<file path="src/timer_sel_pkg.sv">
// constants and carrier types for the timer clock and clear select block
// assumes one peripheral clock domain and a plain register port
package timer_sel_pkg;

  localparam int NUM_CH = 6;
  localparam int CNT_W = 16;
  localparam int REG_W = 8;
  localparam int ADDR_W = 4;
  localparam int PRE_W = 12;
  localparam int NUM_PINS = 4;
  localparam int CLK_PERIOD_NS = 10;

  // register offsets; control register of channel n sits at OFS_CTRL_BASE + n
  localparam logic [ADDR_W-1:0] OFS_CTRL_BASE = 4'h0;
  localparam logic [ADDR_W-1:0] OFS_SYNC = 4'h6;
  localparam logic [ADDR_W-1:0] OFS_PHASE = 4'h7;
  localparam logic [ADDR_W-1:0] OFS_BUFFER = 4'h8;
  localparam logic [ADDR_W-1:0] OFS_START = 4'h9;

  // control register fields
  localparam int CLR_MSB = 7;
  localparam int CLR_LSB = 5;
  localparam int EDGE_MSB = 4;
  localparam int EDGE_LSB = 3;
  localparam int CLK_MSB = 2;
  localparam int CLK_LSB = 0;

  localparam logic [REG_W-1:0] CTRL_RESET = 8'h00;
  localparam logic [REG_W-1:0] CTRL_MASK_NARROW = 8'h7F;
  localparam logic [NUM_CH-1:0] SYNC_RESET = 6'h00;
  localparam logic [NUM_CH-1:0] PHASE_RESET = 6'h00;
  localparam logic [NUM_CH-1:0] PHASE_CAPABLE = 6'h36;
  localparam logic [3:0] BUFFER_RESET = 4'h0;
  localparam logic [NUM_CH-1:0] START_RESET = 6'h00;

  // buffer register bits: C and D of channel 0, then of channel 3
  localparam int BUF_C_CH0 = 0;
  localparam int BUF_D_CH0 = 1;
  localparam int BUF_C_CH3 = 2;
  localparam int BUF_D_CH3 = 3;

  // clear select codes
  localparam logic [2:0] CLR_A = 3'h1;
  localparam logic [2:0] CLR_B = 3'h2;
  localparam logic [2:0] CLR_C = 3'h5;
  localparam logic [2:0] CLR_D = 3'h6;
  localparam logic [1:0] CLR_SYNC_LOW = 2'h3;

  // prescaler exponents: divide ratio is two to this power
  localparam logic [3:0] EXP_DIV1 = 4'h0;
  localparam logic [3:0] EXP_DIV4 = 4'h2;
  localparam logic [3:0] EXP_DIV16 = 4'h4;
  localparam logic [3:0] EXP_DIV64 = 4'h6;
  localparam logic [3:0] EXP_DIV256 = 4'h8;
  localparam logic [3:0] EXP_DIV1024 = 4'hA;
  localparam logic [3:0] EXP_DIV4096 = 4'hC;

  localparam logic [1:0] PIN_A = 2'h0;
  localparam logic [1:0] PIN_B = 2'h1;
  localparam logic [1:0] PIN_C = 2'h2;
  localparam logic [1:0] PIN_D = 2'h3;

  localparam logic [CNT_W-1:0] CNT_MAX = 16'hFFFF;
  localparam logic [CNT_W-1:0] CNT_ZERO = 16'h0000;

  typedef enum logic [1:0] {SRC_INT, SRC_EXT, SRC_CASCADE} src_kind_type;

  typedef struct packed {
    src_kind_type kind;
    logic [3:0] exp;
    logic [1:0] pin;
  } clk_src_type;

  // compare match or input capture pulses, one bit per channel
  typedef struct packed {
    logic [NUM_CH-1:0] a;
    logic [NUM_CH-1:0] b;
    logic [NUM_CH-1:0] c;
    logic [NUM_CH-1:0] d;
  } tgr_event_type;

  // count pulses and direction from the phase counting logic
  typedef struct packed {
    logic [NUM_CH-1:0] step;
    logic [NUM_CH-1:0] down;
  } phase_type;

endpackage : timer_sel_pkg

</file>
<file path="src/timer_count_clock_clear_select.sv">
// six channel counters with per-channel clock, edge and clear selection
// assumes compare/capture and phase logic on the same clock drive the event inputs,
// and software changes a channel's selection only while it is stopped
//
// Overview of operation
// - ch0/3: 000,100 off; 001 A; 010 B
// - ch0/3: 101 clears on C, 110 on D
// - 011/111 clear with synchronous partner clears
// - sync clear needs own sync bit set
// - buffered C or D never clears
// - ch1/2/4/5 clear msb reads zero
// - ch1/2/4/5: 00 off, 01 A, 10 B, 11 sync
// - internal: 00 falling, 01 rising edge
// - external: 00 rising, 01 falling edge
// - edge msb set counts both edges
// - ch0: /1, /4, pins A to D
// - ch1: /1,/4,/16,/64,/256, pins A, B
// - ch1 code 111 counts channel 2 carries
// - phase mode ignores clock select
// - ch2: /1, /4, pins A, B, C
// - ch3: /1,/4,/64,/1024,/4096, pin A
// - ch4: pins A, C; 111 counts ch5 carries
// - ch5: /1, pins A, C, D
// - edge ignored for /1 and cascade
// - phase mode ignores edge selection
//
// The address map and strobed register access are this design's own decisions.
`timescale 1ns/10ps

module timer_count_clock_clear_select
  import timer_sel_pkg::*;
#(
  // exponent nibble per code (code 7 highest) per channel, used only for unlisted codes
  parameter logic [NUM_CH-1:0][7:0][3:0] UNLISTED_DIV_EXP = {NUM_CH{32'hA864_6420}}
) (
  input wire logic core_clk_i,
  input wire logic rst_b_i,
  input wire logic [ADDR_W-1:0] reg_addr_i,
  input wire logic [REG_W-1:0] reg_wdata_i,
  input wire logic reg_write_i,
  input wire logic reg_read_i,
  output logic [REG_W-1:0] reg_rdata_o,
  input wire tgr_event_type tgr_event_i,
  input wire phase_type phase_i,
  input wire logic [NUM_PINS-1:0] ext_clock_pin_i,
  output logic [NUM_CH-1:0][CNT_W-1:0] channel_counter_o,
  output logic [NUM_CH-1:0] counter_clear_o,
  output logic [NUM_CH-1:0] carry_o
);

  logic [NUM_CH-1:0][REG_W-1:0] timer_control;
  logic [NUM_CH-1:0] sync_operation_register;
  logic [NUM_CH-1:0] phase_enable;
  logic [3:0] buffer_select;
  logic [NUM_CH-1:0] counter_start;
  logic [PRE_W-1:0] prescaler;
  logic [PRE_W-1:0] prescaler_prev;
  logic [PRE_W-1:0] pre_rise;
  logic [PRE_W-1:0] pre_fall;
  logic [NUM_PINS-1:0] pin_meta;
  logic [NUM_PINS-1:0] pin_sync;
  logic [NUM_PINS-1:0] pin_prev;
  logic [NUM_PINS-1:0] pin_rise;
  logic [NUM_PINS-1:0] pin_fall;
  logic [NUM_CH-1:0] count_tick;
  logic [NUM_CH-1:0] count_down;
  logic [NUM_CH-1:0] own_clear;
  logic [NUM_CH-1:0] next_clear;

  function automatic logic is_narrow(input int ch);
    return (ch != 0) && (ch != 3);
  endfunction : is_narrow

  function automatic logic ctrl_hit(input logic [ADDR_W-1:0] addr);
    return (addr >= OFS_CTRL_BASE) && (addr < OFS_SYNC);
  endfunction : ctrl_hit

  // maps a clock select code to its source for one channel
  function automatic clk_src_type decode_clock(input int ch, input logic [2:0] code);
    clk_src_type s;
    s.kind = SRC_INT;
    s.exp = UNLISTED_DIV_EXP[ch][code];
    s.pin = PIN_A;
    case (ch)
      0: begin
        if (code[2]) begin
          s.kind = SRC_EXT;
          s.pin = code[1:0];
        end else if (code == 3'h0) begin
          s.exp = EXP_DIV1;
        end else if (code == 3'h1) begin
          s.exp = EXP_DIV4;
        end
      end
      1: begin
        case (code)
          3'h0: s.exp = EXP_DIV1;
          3'h1: s.exp = EXP_DIV4;
          3'h2: s.exp = EXP_DIV16;
          3'h3: s.exp = EXP_DIV64;
          3'h4: s.kind = SRC_EXT;
          3'h5: begin
            s.kind = SRC_EXT;
            s.pin = PIN_B;
          end
          3'h6: s.exp = EXP_DIV256;
          default: s.kind = SRC_CASCADE;
        endcase
      end
      2: begin
        case (code)
          3'h0: s.exp = EXP_DIV1;
          3'h1: s.exp = EXP_DIV4;
          3'h4, 3'h5, 3'h6: begin
            s.kind = SRC_EXT;
            s.pin = code[1:0];
          end
          default: s.kind = SRC_INT;
        endcase
      end
      3: begin
        case (code)
          3'h0: s.exp = EXP_DIV1;
          3'h1: s.exp = EXP_DIV4;
          3'h3: s.exp = EXP_DIV64;
          3'h4: s.kind = SRC_EXT;
          3'h5: s.exp = EXP_DIV1024;
          3'h7: s.exp = EXP_DIV4096;
          default: s.kind = SRC_INT;
        endcase
      end
      4: begin
        case (code)
          3'h4: s.kind = SRC_EXT;
          3'h5: begin
            s.kind = SRC_EXT;
            s.pin = PIN_C;
          end
          3'h7: s.kind = SRC_CASCADE;
          default: s.kind = SRC_INT;
        endcase
      end
      default: begin
        case (code)
          3'h0: s.exp = EXP_DIV1;
          3'h4: s.kind = SRC_EXT;
          3'h5: begin
            s.kind = SRC_EXT;
            s.pin = PIN_C;
          end
          3'h7: begin
            s.kind = SRC_EXT;
            s.pin = PIN_D;
          end
          default: s.kind = SRC_INT;
        endcase
      end
    endcase
    return s;
  endfunction : decode_clock

  // register writes; no lock against running counters, software keeps to stopped channels
  always_ff @(posedge core_clk_i or negedge rst_b_i) begin
    if (!rst_b_i) begin
      timer_control <= {NUM_CH{CTRL_RESET}};
    end else if (reg_write_i && ctrl_hit(reg_addr_i)) begin
      for (int i = 0; i < NUM_CH; i++) begin
        if (reg_addr_i == OFS_CTRL_BASE + ADDR_W'(i)) begin
          timer_control[i] <= is_narrow(i) ? (reg_wdata_i & CTRL_MASK_NARROW)
                                           : reg_wdata_i;
        end
      end
    end
  end

  always_ff @(posedge core_clk_i or negedge rst_b_i) begin
    if (!rst_b_i) begin
      sync_operation_register <= SYNC_RESET;
      phase_enable <= PHASE_RESET;
      buffer_select <= BUFFER_RESET;
      counter_start <= START_RESET;
    end else if (reg_write_i) begin
      case (reg_addr_i)
        OFS_SYNC: sync_operation_register <= reg_wdata_i[NUM_CH-1:0];
        OFS_PHASE: phase_enable <= reg_wdata_i[NUM_CH-1:0] & PHASE_CAPABLE;
        OFS_BUFFER: buffer_select <= reg_wdata_i[3:0];
        OFS_START: counter_start <= reg_wdata_i[NUM_CH-1:0];
        default: ;
      endcase
    end
  end

  // read data stand only in the cycle after the strobe
  always_ff @(posedge core_clk_i or negedge rst_b_i) begin
    if (!rst_b_i) begin
      reg_rdata_o <= '0;
    end else if (!reg_read_i) begin
      reg_rdata_o <= '0;
    end else if (ctrl_hit(reg_addr_i)) begin
      reg_rdata_o <= timer_control[reg_addr_i - OFS_CTRL_BASE];
    end else begin
      case (reg_addr_i)
        OFS_SYNC: reg_rdata_o <= {2'h0, sync_operation_register};
        OFS_PHASE: reg_rdata_o <= {2'h0, phase_enable};
        OFS_BUFFER: reg_rdata_o <= {4'h0, buffer_select};
        OFS_START: reg_rdata_o <= {2'h0, counter_start};
        default: reg_rdata_o <= '0;
      endcase
    end
  end

  // free running prescaler; bit k is the internal clock divided by 2^(k+1)
  always_ff @(posedge core_clk_i or negedge rst_b_i) begin
    if (!rst_b_i) begin
      prescaler <= '0;
      prescaler_prev <= '0;
    end else begin
      prescaler <= prescaler + PRE_W'(1);
      prescaler_prev <= prescaler;
    end
  end

  assign pre_rise = prescaler & ~prescaler_prev;
  assign pre_fall = ~prescaler & prescaler_prev;

  // pins are asynchronous: two flops, then a third for edge detection
  always_ff @(posedge core_clk_i or negedge rst_b_i) begin
    if (!rst_b_i) begin
      pin_meta <= '0;
      pin_sync <= '0;
      pin_prev <= '0;
    end else begin
      pin_meta <= ext_clock_pin_i;
      pin_sync <= pin_meta;
      pin_prev <= pin_sync;
    end
  end

  assign pin_rise = pin_sync & ~pin_prev;
  assign pin_fall = ~pin_sync & pin_prev;

  // count enables
  always_comb begin
    clk_src_type src;
    logic [1:0] edge_sel;
    logic [3:0] bit_idx;
    src = '0;
    edge_sel = '0;
    bit_idx = '0;
    count_tick = '0;
    count_down = '0;
    for (int i = 0; i < NUM_CH; i++) begin
      src = decode_clock(i, timer_control[i][CLK_MSB:CLK_LSB]);
      edge_sel = timer_control[i][EDGE_MSB:EDGE_LSB];
      bit_idx = src.exp - 4'h1;
      case (src.kind)
        SRC_INT: begin
          if (src.exp == EXP_DIV1) begin
            count_tick[i] = 1'b1;
          end else if (edge_sel[1]) begin
            count_tick[i] = pre_rise[bit_idx] | pre_fall[bit_idx];
          end else begin
            count_tick[i] = edge_sel[0] ? pre_rise[bit_idx] : pre_fall[bit_idx];
          end
        end
        SRC_EXT: begin
          if (edge_sel[1]) begin
            count_tick[i] = pin_rise[src.pin] | pin_fall[src.pin];
          end else begin
            count_tick[i] = edge_sel[0] ? pin_fall[src.pin] : pin_rise[src.pin];
          end
        end
        SRC_CASCADE: begin
          count_tick[i] = (i < NUM_CH - 1) ? carry_o[(i + 1) % NUM_CH] : 1'b0;
        end
        default: count_tick[i] = 1'b0;
      endcase
      if (phase_enable[i]) begin
        count_tick[i] = phase_i.step[i];
        count_down[i] = phase_i.down[i];
      end
      count_tick[i] = count_tick[i] & counter_start[i];
    end
  end

  // clear sources
  always_comb begin
    logic [2:0] code;
    logic buf_c;
    logic buf_d;
    logic partner;
    code = '0;
    buf_c = 1'b0;
    buf_d = 1'b0;
    partner = 1'b0;
    own_clear = '0;
    next_clear = '0;
    for (int i = 0; i < NUM_CH; i++) begin
      code = timer_control[i][CLR_MSB:CLR_LSB];
      if (is_narrow(i)) begin
        code[2] = 1'b0;
      end
      buf_c = (i == 0) ? buffer_select[BUF_C_CH0] : (i == 3) ? buffer_select[BUF_C_CH3] : 1'b0;
      buf_d = (i == 0) ? buffer_select[BUF_D_CH0] : (i == 3) ? buffer_select[BUF_D_CH3] : 1'b0;
      case (code)
        CLR_A: own_clear[i] = tgr_event_i.a[i];
        CLR_B: own_clear[i] = tgr_event_i.b[i];
        CLR_C: own_clear[i] = tgr_event_i.c[i] & ~buf_c;
        CLR_D: own_clear[i] = tgr_event_i.d[i] & ~buf_d;
        default: own_clear[i] = 1'b0;
      endcase
    end
    // only channels clearing from their own source drive the partners
    for (int i = 0; i < NUM_CH; i++) begin
      code = timer_control[i][CLR_MSB:CLR_LSB];
      partner = 1'b0;
      for (int j = 0; j < NUM_CH; j++) begin
        if (j != i) begin
          partner = partner | (own_clear[j] & sync_operation_register[j]);
        end
      end
      next_clear[i] = own_clear[i]
                    | ((code[1:0] == CLR_SYNC_LOW) && sync_operation_register[i]
                       && partner);
    end
  end

  // clear wins over a count in the same cycle
  for (genvar g = 0; g < NUM_CH; g++) begin : gen_channel
    always_ff @(posedge core_clk_i or negedge rst_b_i) begin
      if (!rst_b_i) begin
        channel_counter_o[g] <= CNT_ZERO;
        carry_o[g] <= 1'b0;
        counter_clear_o[g] <= 1'b0;
      end else begin
        counter_clear_o[g] <= next_clear[g];
        carry_o[g] <= count_tick[g] && !next_clear[g]
                    && (count_down[g] ? (channel_counter_o[g] == CNT_ZERO)
                                      : (channel_counter_o[g] == CNT_MAX));
        if (next_clear[g]) begin
          channel_counter_o[g] <= CNT_ZERO;
        end else if (count_tick[g]) begin
          channel_counter_o[g] <= count_down[g] ? channel_counter_o[g] - CNT_W'(1)
                                                : channel_counter_o[g] + CNT_W'(1);
        end
      end
    end
  end

endmodule : timer_count_clock_clear_select

</file>
<file path="config.mk">
export PLATFORM = sky130hd
export DESIGN_NAME = timer_count_clock_clear_select
export DESIGN_NICKNAME = d
export VERILOG_FILES = /design/src/timer_sel_pkg.sv /design/src/timer_count_clock_clear_select.sv
export SDC_FILE = /design/constraint.sdc
export NUM_CORES = 1
export LEC_CHECK = 0
export BUFFER_PORTS_ARGS = -buffer_cell sky130_fd_sc_hd__buf_2
export CAP_MARGIN = 15
export CORE_AREA = 2 2 151 153
export CTS_BUF_LIST = sky130_fd_sc_hd__clkbuf_4 sky130_fd_sc_hd__clkbuf_8
export CTS_CLUSTER_SIZE = 20
export DETAILED_ROUTE_END_ITERATION = 8
export DIE_AREA = 0 0 153 155
export PLACE_DENSITY = 0.85
export SKIP_LAST_GASP = 1
export SYNTH_ARGS = -nofsm -noshare
export SYNTH_HDL_FRONTEND = slang
export SYNTH_SLANG_ARGS = --single-unit
</file>
<file path="constraint.sdc">
create_clock -name core_clk_i -period 9.55 [get_ports core_clk_i]
set_input_delay 0 -clock core_clk_i [delete_from_list [all_inputs] [get_ports core_clk_i]]
set_output_delay 0 -clock core_clk_i [all_outputs]
set_load 0.005 [all_outputs]
</file>
==> results.toml, run 1 <==
[run_status]
status = "completed"

[critical_path]
crit_chain = "inv_1 -> ha_1 -> xor2_1 -> mux4_2 -> a22o_1 -> or4_1 -> o211a_2 -> nor2_2 -> nor4b_2 -> a211o_1"
required_ns = 10.02
crit_path_end_kind = "flop"
slowest_delay_ns = 0.78
cpMaxStageDelayCell = "nor2_2"
critical_path_class = "flop to flop"
critPathMaxFanout = 20
arrival_ns = 4.85
crit_path_start_kind = "flop"
reg2reg_slack_ns = 5.16

[synth]
ys_seq_area_share_pct = 37.19
ys_async_sr_fraction_pct = 100.0
syn-num-nets = 1621
synth_seq_cells = 210
synth_common_cells = "dfrtp_1, nor2_1, ha_1"
yosysMostFrequentCell = "dfrtp_1"
synth_top_area_cell = "dfrtp_1"
ys_top_cells_by_area = "dfrtp_1, ha_1, mux2_2"
synthesis.area_sq_mm = 0.01413
ys.flop_type = "dfrtp_1"
synth_warnings = 0
avgSynthCellArea_sq_um = 9.611
synth_cell_type_count = 80
netlist_instances = 1470
synth.top_cell.area_share_pct = 37.19
synth_edf_count = 0

[die]
io_pins = 172
initial_core_util_pct = 63.56
rows = 55
die_w_um = 153
dieHeight_um = 155
coreArea_sq_mm = 0.02223
die_area_sq_mm = 0.02372

[detailed_routing]
viasPerCell = 6.381
top_layer = "met4"
drt_iter0_drc = 1110
wl_mm = 36.78
vias = 12440
detail-route-antenna-nets = 0
wl_met2_mm = 17.95
route.met3.wl_mm = 2.849
route.detailed.drc = 0
wl_per_cell_um = 18.87
first_pass_iters = 5
wl_met1_mm = 14.92

[global_routing]
overflow = 0
antenna_found_initial = 0
grt_usage_pct = 30.85
grt_max_degree = 77
grt_pass1_wl_mm = 60.14
grt_pass1_vias = 12140

[timing]
worst_pin_slew_ns = 0.9651
setup_viol = 0
slew_headroom_pct = 35.66
rsz0062_at_grt = "no"
finalCritPeriodShare_pct = 45.95
max_freq_mhz = 227.9
fin_crit_ns = 4.388
setup_ws_ns = 5.162
skew_ns = 0.02394
fin_setup_tns_ns = 0
hold_viol_final = 0
slew_viol_final = 0

[cts]
cts_tree = "built"
clk_pin_slew_ns = 0.07
htreeDepth = 2
cts.sinks = 210
clk_latency_ns = 0.54
root_buffer = "clkbuf_8"
clk_path_buf_depth = 3
cts_setup_buffers = 0
cts_made_buffers = 37

[finish]
area_growth_pct = 13.62
post-route-util_pct = 72.22
antenna_cells = 0
layout-drive-gt1-share_pct = 20.91
nets = 1792
fillers = 1623

[place]
hpwl_mm = 26.09
io_buffers = 159
place_congestion = 0.9674
pre_cts_ws_ns = 5.199

[pwr]
leakage_nw = 7.569
ir_drop_mv = 0.1804
powerDensity_mw_per_mm2 = 245.3

[min_path]
hp-class = "input port to async pin"

[run]
maxCapViolCount = 0
[area by class of cell]
class / count / area [sq um] / area share, %
multi-input combinational: 1135 / 8364 / 52.10
sequential: 210 / 5255 / 32.74
timing repair buffer: 187 / 1069 / 6.656
clock buffer: 55 / 700.7 / 4.365
tap: 285 / 356.6 / 2.221
inverter: 70 / 262.8 / 1.637
clock inverter: 7 / 45.04 / 0.2806
[placed cells by master (no fill, tap or decap), types with 19 or more instances in the layout]
master and count:
a21o_1 22, ha_1 91, dlygate4sd3_1 21, clkbuf_8 46, nor2_1 142, mux4_2 21, nor4_1 24, inv_1 67
dfrtp_1 210, buf_2 158, xnor2_1 63, nor2b_1 40, nor3_1 33, a21oi_1 79, xor2_1 28, nand4_1 40
nand3_1 35, o21ai_0 68, nand2b_1 19, and3_1 22, mux2_2 60, nand2_1 77, mux2i_1 45
[cells by family after synthesis]
group,Yosys count,share of synthesized area [%]
xor gates and xnor gates,91,5.641
AOI/OAI and AO/OA,327,15.73
buffers and inverters,125,3.657
adders and majority gates,95,8.626
muxes,126,11.32
DFF,210,37.19
and+or+nand+nor,496,17.84
[through the flow]
| step | cell area [sq um] | instances | hold slack (ns) | total power, W |
|---|---|---|---|---|
| after CTS | 16050 | 1948 | 0.03175 | 0.003925 |
| after floorplan | 14130 | 1470 | -0.2956 | 0.002574 |
| after global routing | 16050 | 1949 | 0.05783 | 0.004203 |
| after detailed placement | 15090 | 1865 | 0.01063 | 0.003054 |
| after global placement | 15090 | 1865 | 0.008455 | 0.002966 |
| final | 16050 | 1949 | 0.02355 | 0.003938 |
[routing by layer]
metal  global-route usage (%)  up-vias
li1                         -     5733
met1                    39.92     6061
met2                    53.13      554
met3                    5.320       89
met4                    10.14        0
met5                        0        -
[flip-flops by register name (all words and copies together), names as in the netlist, 6 cells and up]
register / flops
prescaler_prev: 6
reg_rdata_o: 8
carry_o: 6
channel_counter_o: 96
sync_operation_register: 6
counter_clear_o: 6
counter_start: 6
prescaler: 12
timer_control: 44
[power by group]
| part | internal, W | switching [W] | total [W] |
|---|---|---|---|
| combinational | 0.000777 | 0.000916 | 0.00169 |
| clock | 0.000471 | 0.000377 | 0.000847 |
| sequential | 0.00109 | 0.000309 | 0.00140 |
[worst paths after layout]
check,from,endpoint,depth (start not counted)
setup / recovery,timer_control[32]$_DFFE_PN0P_,channel_counter_o[78]$_DFFE_PN0P_,10
hold / removal,rst_b_i,channel_counter_o[72]$_DFFE_PN0P_,2
setup reg to reg,timer_control[32]$_DFFE_PN0P_,channel_counter_o[78]$_DFFE_PN0P_,10
hold reg to reg,pin_meta[2]$_DFF_PN0_,pin_sync[2]$_DFF_PN0_,0
max in group asynchronous,rst_b_i,channel_counter_o[3]$_DFFE_PN0P_,3
min in group core_clk_i,phase_i[10],carry_o[4]$_DFF_PN0_,4
[critical path, delay by kind of cell, from the launching register on]
family	cells	cell delay (ns)
buffers and inverters	1	0.22
adder cells (fa/ha/maj)	1	0.25
AND/OR/NAND/NOR	3	1.66
XOR/XNOR	1	0.57
multiplexers	1	0.41
AO/OA/AOI/OAI	3	0.60
flip-flops	1	0.59
[repair_timing]
item / in CTS / in global routing
resized for setup: 0 / 0
endpoints found under the hold margin: 155 / 0
hold buffers: 21 / 0
Note: power is estimated with default switching activity, not from simulation.
==> run 2, diff against run 1 <==
--- a/config.mk
+++ b/config.mk
@@ -7,12 +7,12 @@
 export LEC_CHECK = 0
 export BUFFER_PORTS_ARGS = -buffer_cell sky130_fd_sc_hd__buf_2
 export CAP_MARGIN = 15
-export CORE_AREA = 2 2 151 153
+export CORE_AREA = 2 2 156 158
 export CTS_BUF_LIST = sky130_fd_sc_hd__clkbuf_4 sky130_fd_sc_hd__clkbuf_8
 export CTS_CLUSTER_SIZE = 20
 export DETAILED_ROUTE_END_ITERATION = 8
-export DIE_AREA = 0 0 153 155
-export PLACE_DENSITY = 0.85
+export DIE_AREA = 0 0 158 160
+export PLACE_DENSITY = 0.8
 export SKIP_LAST_GASP = 1
 export SYNTH_ARGS = -nofsm -noshare
 export SYNTH_HDL_FRONTEND = slang
==> constraint.sdc (replaced) <==
create_clock -name core_clk_i -period 4.22 [get_ports core_clk_i]
set_input_delay 0 -clock core_clk_i [delete_from_list [all_inputs] [get_ports core_clk_i]]
set_output_delay 0 -clock core_clk_i [all_outputs]
set_load 0.005 [all_outputs]
==> run 2 against run 1 <==
  * Die area increased by 6.6%
  * Worst hold slack improved by 0.013 ns
  * Final cell count increased by 2.7%
  * Sequential power increased by 120%
  * Critical path depth increased by 1
  * Global-route usage decreased by 2.2 points
  * Critical path type unchanged
  * Critical endpoint is now channel_counter_o[46]$_DFFE_PN0P_
==> results.toml, run 2 (synthesized netlist as in run 1, its figures left out) <==
[die]
die_area_sq_mm = 0.02528
coreArea_sq_mm = 0.02382
rows = 57
dieHeight_um = 160
io_pins = 172
die_w_um = 158
initial_core_util_pct = 59.31

[cts]
cts.sinks = 210
cts_setup_buffers = 0
clk_pin_slew_ns = 0.07
cts_tree = "built"
ctsResizeCount = 0
htreeDepth = 2
root_buffer = "clkbuf_8"
hold_buffers = 22
clk_latency_ns = 0.53
cts_made_buffers = 39
clk_path_buf_depth = 3

[detailed_routing]
route.detailed.drc = 0
viasPerCell = 6.134
drt_iter0_drc = 941
detail-route-antenna-nets = 0
vias = 12280
first_pass_iters = 5
wl_mm = 35.99
wl_per_cell_um = 17.98

[critical_path]
cp_top_family = "compound AO/OA/AOI/OAI gates"
slowest_delay_ns = 0.66
critical_path_class = "flop to flop"
crit_path_start_kind = "flop"
arrival_ns = 4.08
required_ns = 4.66
critPathMaxFanout = 6
crit_chain = "nand2_1 -> inv_1 -> fa_1 -> a21o_1 -> a21o_1 -> a2111oi_0 -> nor3_1 -> o41ai_1 -> nand3_1 -> a31o_2 -> a21oi_1"
cpMaxStageDelayCell = "o41ai_1"
path_buf_inv = 1
crit_path_end_kind = "flop"
cpMostUsedCell = "a21o_1"

[timing]
skew_ns = 0.01870
finalCritPeriodShare_pct = 86.24
setup_viol = 0
hold_viol_final = 0
worst_pin_slew_ns = 0.8086
slew_viol_final = 0
fin_setup_tns_ns = 0
max_freq_mhz = 274.8
rsz0062_at_grt = "no"
slew_headroom_pct = 46.09
fin_crit_ns = 3.640

[finish]
final_common_cell = "dfrtp_1"
antenna_cells = 0
layout-drive-gt1-share_pct = 21.51
nets = 1801
area_growth_pct = 15.83
final_cell_area_sq_mm = 0.01637
top_register = "channel_counter_o"
layout_common_cells = "dfrtp_1, buf_2, nor2_1"
largestRegisters = "channel_counter_o x96, timer_control x44, prescaler x12"
largest_reg_flops = 96
fillers = 1886

[pwr]
power_w = 0.009286
leakage_nw = 7.704
powerDensity_mw_per_mm2 = 567.4
ir_drop_mv = 0.5369

[run_status]
status = "completed"

[run]
maxCapViolCount = 0

[global_routing]
grt_max_degree = 121
grt_pass1_wl_mm = 59.08
overflow = 0
grt_pass1_vias = 12060
antenna_found_initial = 0
grt_usage_pct = 28.66

[place]
place_congestion = 0.9158
hpwl_mm = 25.42
io_buffers = 159
placed_area_sq_mm = 0.01520

[min_path]
hp-class = "input port to flop"
run 2: cell types whose count changed in the layout (fill, tap and decap cells not counted), sizes merged:
cell,previous run,this run
clkbuf,55,56
buf,166,172
bufinv,0,5
dlygate4sd3,21,22
clkinv,7,10
inv,70,68
run 2: per-layer routing:
layer | track usage, % | wire length [um] | part of all wire (%)
met1 | 37.64 | 15090 | 42
met2 | 48.48 | 17350 | 48
met3 | 4.505 | 2592 | 7.2
met4 | 9.296 | 963 | 2.7
met5 | 0 | 0 | 0
run 2: report_power, final:
group          leakage (nW)  internal (W)  switching (W)
sequential             2.69       0.00246       0.000677
clock                 0.497       0.00145       0.000884
combinational          4.51       0.00178        0.00203
run 2: path summary, 6_finish.rpt:
check	startpoint	endpoint	slack (ns)	cells past startpoint
hold / removal	reg_write_i	buffer_select[0]$_DFFE_PN0P_	0.04	3
setup reg to reg	phase_enable[2]$_DFFE_PN0P_	channel_counter_o[46]$_DFFE_PN0P_	0.58	11
hold reg to reg	pin_meta[0]$_DFF_PN0_	pin_sync[0]$_DFF_PN0_	0.35	0
min in group asynchronous	rst_b_i	channel_counter_o[74]$_DFFE_PN0P_	0.07	2
setup / recovery	phase_enable[2]$_DFFE_PN0P_	channel_counter_o[46]$_DFFE_PN0P_	0.58	11
max in group asynchronous	rst_b_i	carry_o[3]$_DFF_PN0_	3.06	3
run 2: per-stage QoR:
| stage | setup slack [ns] | cells | hold WS, ns | util (%) |
|---|---|---|---|---|
| 3_3_place_gp | 0.7119 | 1910 | 0.05845 | 63.79 |
| 6_report | 0.5805 | 2002 | 0.03656 | 68.70 |
| 3_5_place_dp | 0.5915 | 1910 | 0.05778 | 63.79 |
| 4_1_cts | 0.5571 | 2001 | 0.01359 | 68.67 |
| 5_1_grt | 0.2344 | 2002 | 0.03385 | 68.70 |
| 2_1_floorplan | 0.8891 | 1470 | -0.2956 | - |
run 2: area by class of cell:
type	instances	area (sq um)	share of cell area, %
multi-input combinational	1135	8364	51.11
sequential	210	5255	32.11
timing repair buffer	194	1136	6.942
clock buffer	56	752.0	4.595
tap	324	405.4	2.477
inverter	70	262.8	1.606
clock inverter	13	190.2	1.162
run 2: worst register-to-register path, stage by stage, from the launching register on:
cell	delay, ns
dfrtp_1	0.46
nand2_1	0.15
inv_1	0.14
fa_1	0.43
a21o_1	0.17
a21o_1	0.20
a2111oi_0	0.63
nor3_1	0.17
o41ai_1	0.66
nand3_1	0.15
a31o_2	0.26
a21oi_1	0.13
==> run 3, diff against run 2 <==
--- a/config.mk
+++ b/config.mk
@@ -12,7 +12,7 @@
 export CTS_CLUSTER_SIZE = 20
 export DETAILED_ROUTE_END_ITERATION = 8
 export DIE_AREA = 0 0 158 160
-export PLACE_DENSITY = 0.8
+export PLACE_DENSITY = 0.83
 export SKIP_LAST_GASP = 1
 export SYNTH_ARGS = -nofsm -noshare
 export SYNTH_HDL_FRONTEND = slang
==> run 3 against run 2 <==
  * Flip-flop and latch count unchanged
  * Clock power increased by 2%
  * Global-route usage decreased by 0.40 points
  * Maximum frequency decreased by 1.4%
  * Final cell count unchanged
==> results.toml, run 3 (synthesized netlist as in run 1, its figures left out) <==
[run_status]
status = "completed"

[detailed_routing]
wl_met1_mm = 15.10
first_pass_iters = 5
top_layer = "met4"
vias = 12330
wl_met2_mm = 16.91
route.detailed.drc = 0
route.met3.wl_mm = 2.804
viasPerCell = 6.161
wl_per_cell_um = 17.88
detail-route-antenna-nets = 0
wl_mm = 35.79
drt_iter0_drc = 1076

[critical_path]
crit_chain = "a21boi_2 -> inv_1 -> ha_1 -> ha_1 -> mux4_2 -> nor2_1 -> o31a_1 -> o2111ai_1 -> nor3_1 -> xnor2_1 -> nor2_1"
slowest_delay_ns = 0.58
arrival_ns = 4.09
crit_path_start_kind = "flop"
cpMaxStageDelayCell = "o2111ai_1"
cp_top_family = "compound AO/OA/AOI/OAI gates"
critPathMaxFanout = 16
rr_endpoint = "channel_counter_o[62]$_DFFE_PN0P_"
critical_path_class = "flop to flop"
crit_path_end_kind = "flop"
r2r_start = "timer_control[24]$_DFFE_PN0P_"
r2r_cells = 11
reg2reg_slack_ns = 0.53
path_buf_inv = 1
required_ns = 4.62

[global_routing]
overflow = 0
grt_pass1_wl_mm = 58.39
antenna_found_initial = 0
grt_max_degree = 131
grt_usage_pct = 28.25
grt_pass1_vias = 11970

[finish]
area_growth_pct = 15.88
largestRegisters = "channel_counter_o x96, timer_control x44, prescaler x12"
largest_reg_flops = 96
final_common_cell = "dfrtp_1"
nets = 1798
fin_cells = 2002
top_register = "channel_counter_o"
layout-drive-gt1-share_pct = 21.53
layout_common_cells = "dfrtp_1, buf_2, nor2_1"
fillers = 1834

[timing]
hold_viol_final = 0
slew_headroom_pct = 22.51
slew_viol_final = 0
fin_setup_tns_ns = 0
rsz0062_at_grt = "no"
setup_viol = 0
finalCritPeriodShare_pct = 87.44
worst_pin_slew_ns = 1.161
fin_crit_ns = 3.690
max_freq_mhz = 271.0
skew_ns = 0.03196

[pwr]
leakage_nw = 7.696
powerDensity_mw_per_mm2 = 571.5
ir_drop_mv = 0.4120

[place]
hpwl_mm = 25.18
dp_cells = 1909
io_buffers = 159
place_congestion = 0.9182

[cts]
htreeDepth = 2
cts.sinks = 210
cts_tree = "built"
root_buffer = "clkbuf_8"
clk_latency_ns = 0.56
clk_pin_slew_ns = 0.06
cts_setup_buffers = 0
clk_path_buf_depth = 3
cts_made_buffers = 38
ctsResizeCount = 0

[die]
initial_core_util_pct = 59.31
die_area_sq_mm = 0.02528
coreArea_sq_mm = 0.02382
dieHeight_um = 160
rows = 57
io_pins = 172
die_w_um = 158

[min_path]
hp-class = "input port to flop"
min_path_cells = 4
hp-start = "phase_i[10]"
min_to = "carry_o[4]$_DFF_PN0_"

[run]
maxCapViolCount = 0
run 3: cell count changes in the layout (fill, tap and decap cells not counted), sizes merged:
cell      change
clkinv        -2
inv           +1
buf           -2
clkinvlp      +1
bufinv        +1
diode         +1
run 3: worst max path at each step:
stage,startpoint,end,slack (ns),cells after the start
6_report,timer_control[24]$_DFFE_PN0P_,channel_counter_o[62]$_DFFE_PN0P_,0.53,11
5_1_grt,phase_enable[4]$_DFFE_PN0P_,channel_counter_o[79]$_DFFE_PN0P_,0.27,11
4_1_cts,timer_control[24]$_DFFE_PN0P_,channel_counter_o[62]$_DFFE_PN0P_,0.56,11
3_5_place_dp,timer_control[25]$_DFFE_PN0P_,channel_counter_o[62]$_DFFE_PN0P_,0.58,11
3_3_place_gp,timer_control[24]$_DFFE_PN0P_,channel_counter_o[58]$_DFFE_PN0P_,0.74,11
2_1_floorplan,timer_control[33]$_DFFE_PN0P_,channel_counter_o[78]$_DFFE_PN0P_,0.89,12
run 3: final cells by class:
| class | count | area (sq um) | share of cell area, % |
|---|---|---|---|
| Clock buffer | 56 | 726.9 | 4.440 |
| Clock inverter | 14 | 229.0 | 1.399 |
| Multi-Input combinational cell | 1135 | 8369 | 51.12 |
| Antenna cell | 1 | 2.502 | 0.01528 |
| Inverter | 70 | 262.8 | 1.605 |
| Tap cell | 324 | 405.4 | 2.476 |
| Timing Repair Buffer | 192 | 1121 | 6.848 |
| Sequential cell | 210 | 5255 | 32.10 |
run 3: tightest hold or removal path: cells and delay by family:
| family | cells | cell delay (ns) |
|---|---|---|
| compound gates | 1 | 0.14 |
| buf+inv | 2 | 0.31 |
| simple gates | 1 | 0.07 |
run 3: routing by layer:
metal	GRT usage [%]	vias up
li1	-	5767
met1	37.69	5966
met2	46.03	512
met3	5.834	89
met4	9.459	0
met5	0	-
run 3: report_power, final:
group          total, W  internal [W]  switching, W
logic           0.00383       0.00178       0.00204
registers       0.00315       0.00246      0.000685
clock network   0.00238       0.00148      0.000901
total           0.00936       0.00573       0.00363
run 3: stage by stage:
step | instance area [sq um] | setup WS (ns) | util, % | hold WS [ns] | total power [W]
3_3_place_gp | 15190 | 0.7361 | 63.78 | 0.1088 | 0.006731
2_1_floorplan | 14130 | 0.8891 | - | -0.2956 | 0.005824
5_1_grt | 16370 | 0.2735 | 68.72 | 0.07355 | 0.01002
3_5_place_dp | 15190 | 0.5782 | 63.78 | 0.1093 | 0.006905
4_1_cts | 16370 | 0.5625 | 68.72 | 0.01472 | 0.009342
6_report | 16370 | 0.5299 | 68.73 | 0.03570 | 0.009356
run 3: timing repair:
action | in CTS | in global routing
setup endpoints to repair | 0 | 0
hold endpoints to repair | 213 | 0
hold buffers | 22 | 0
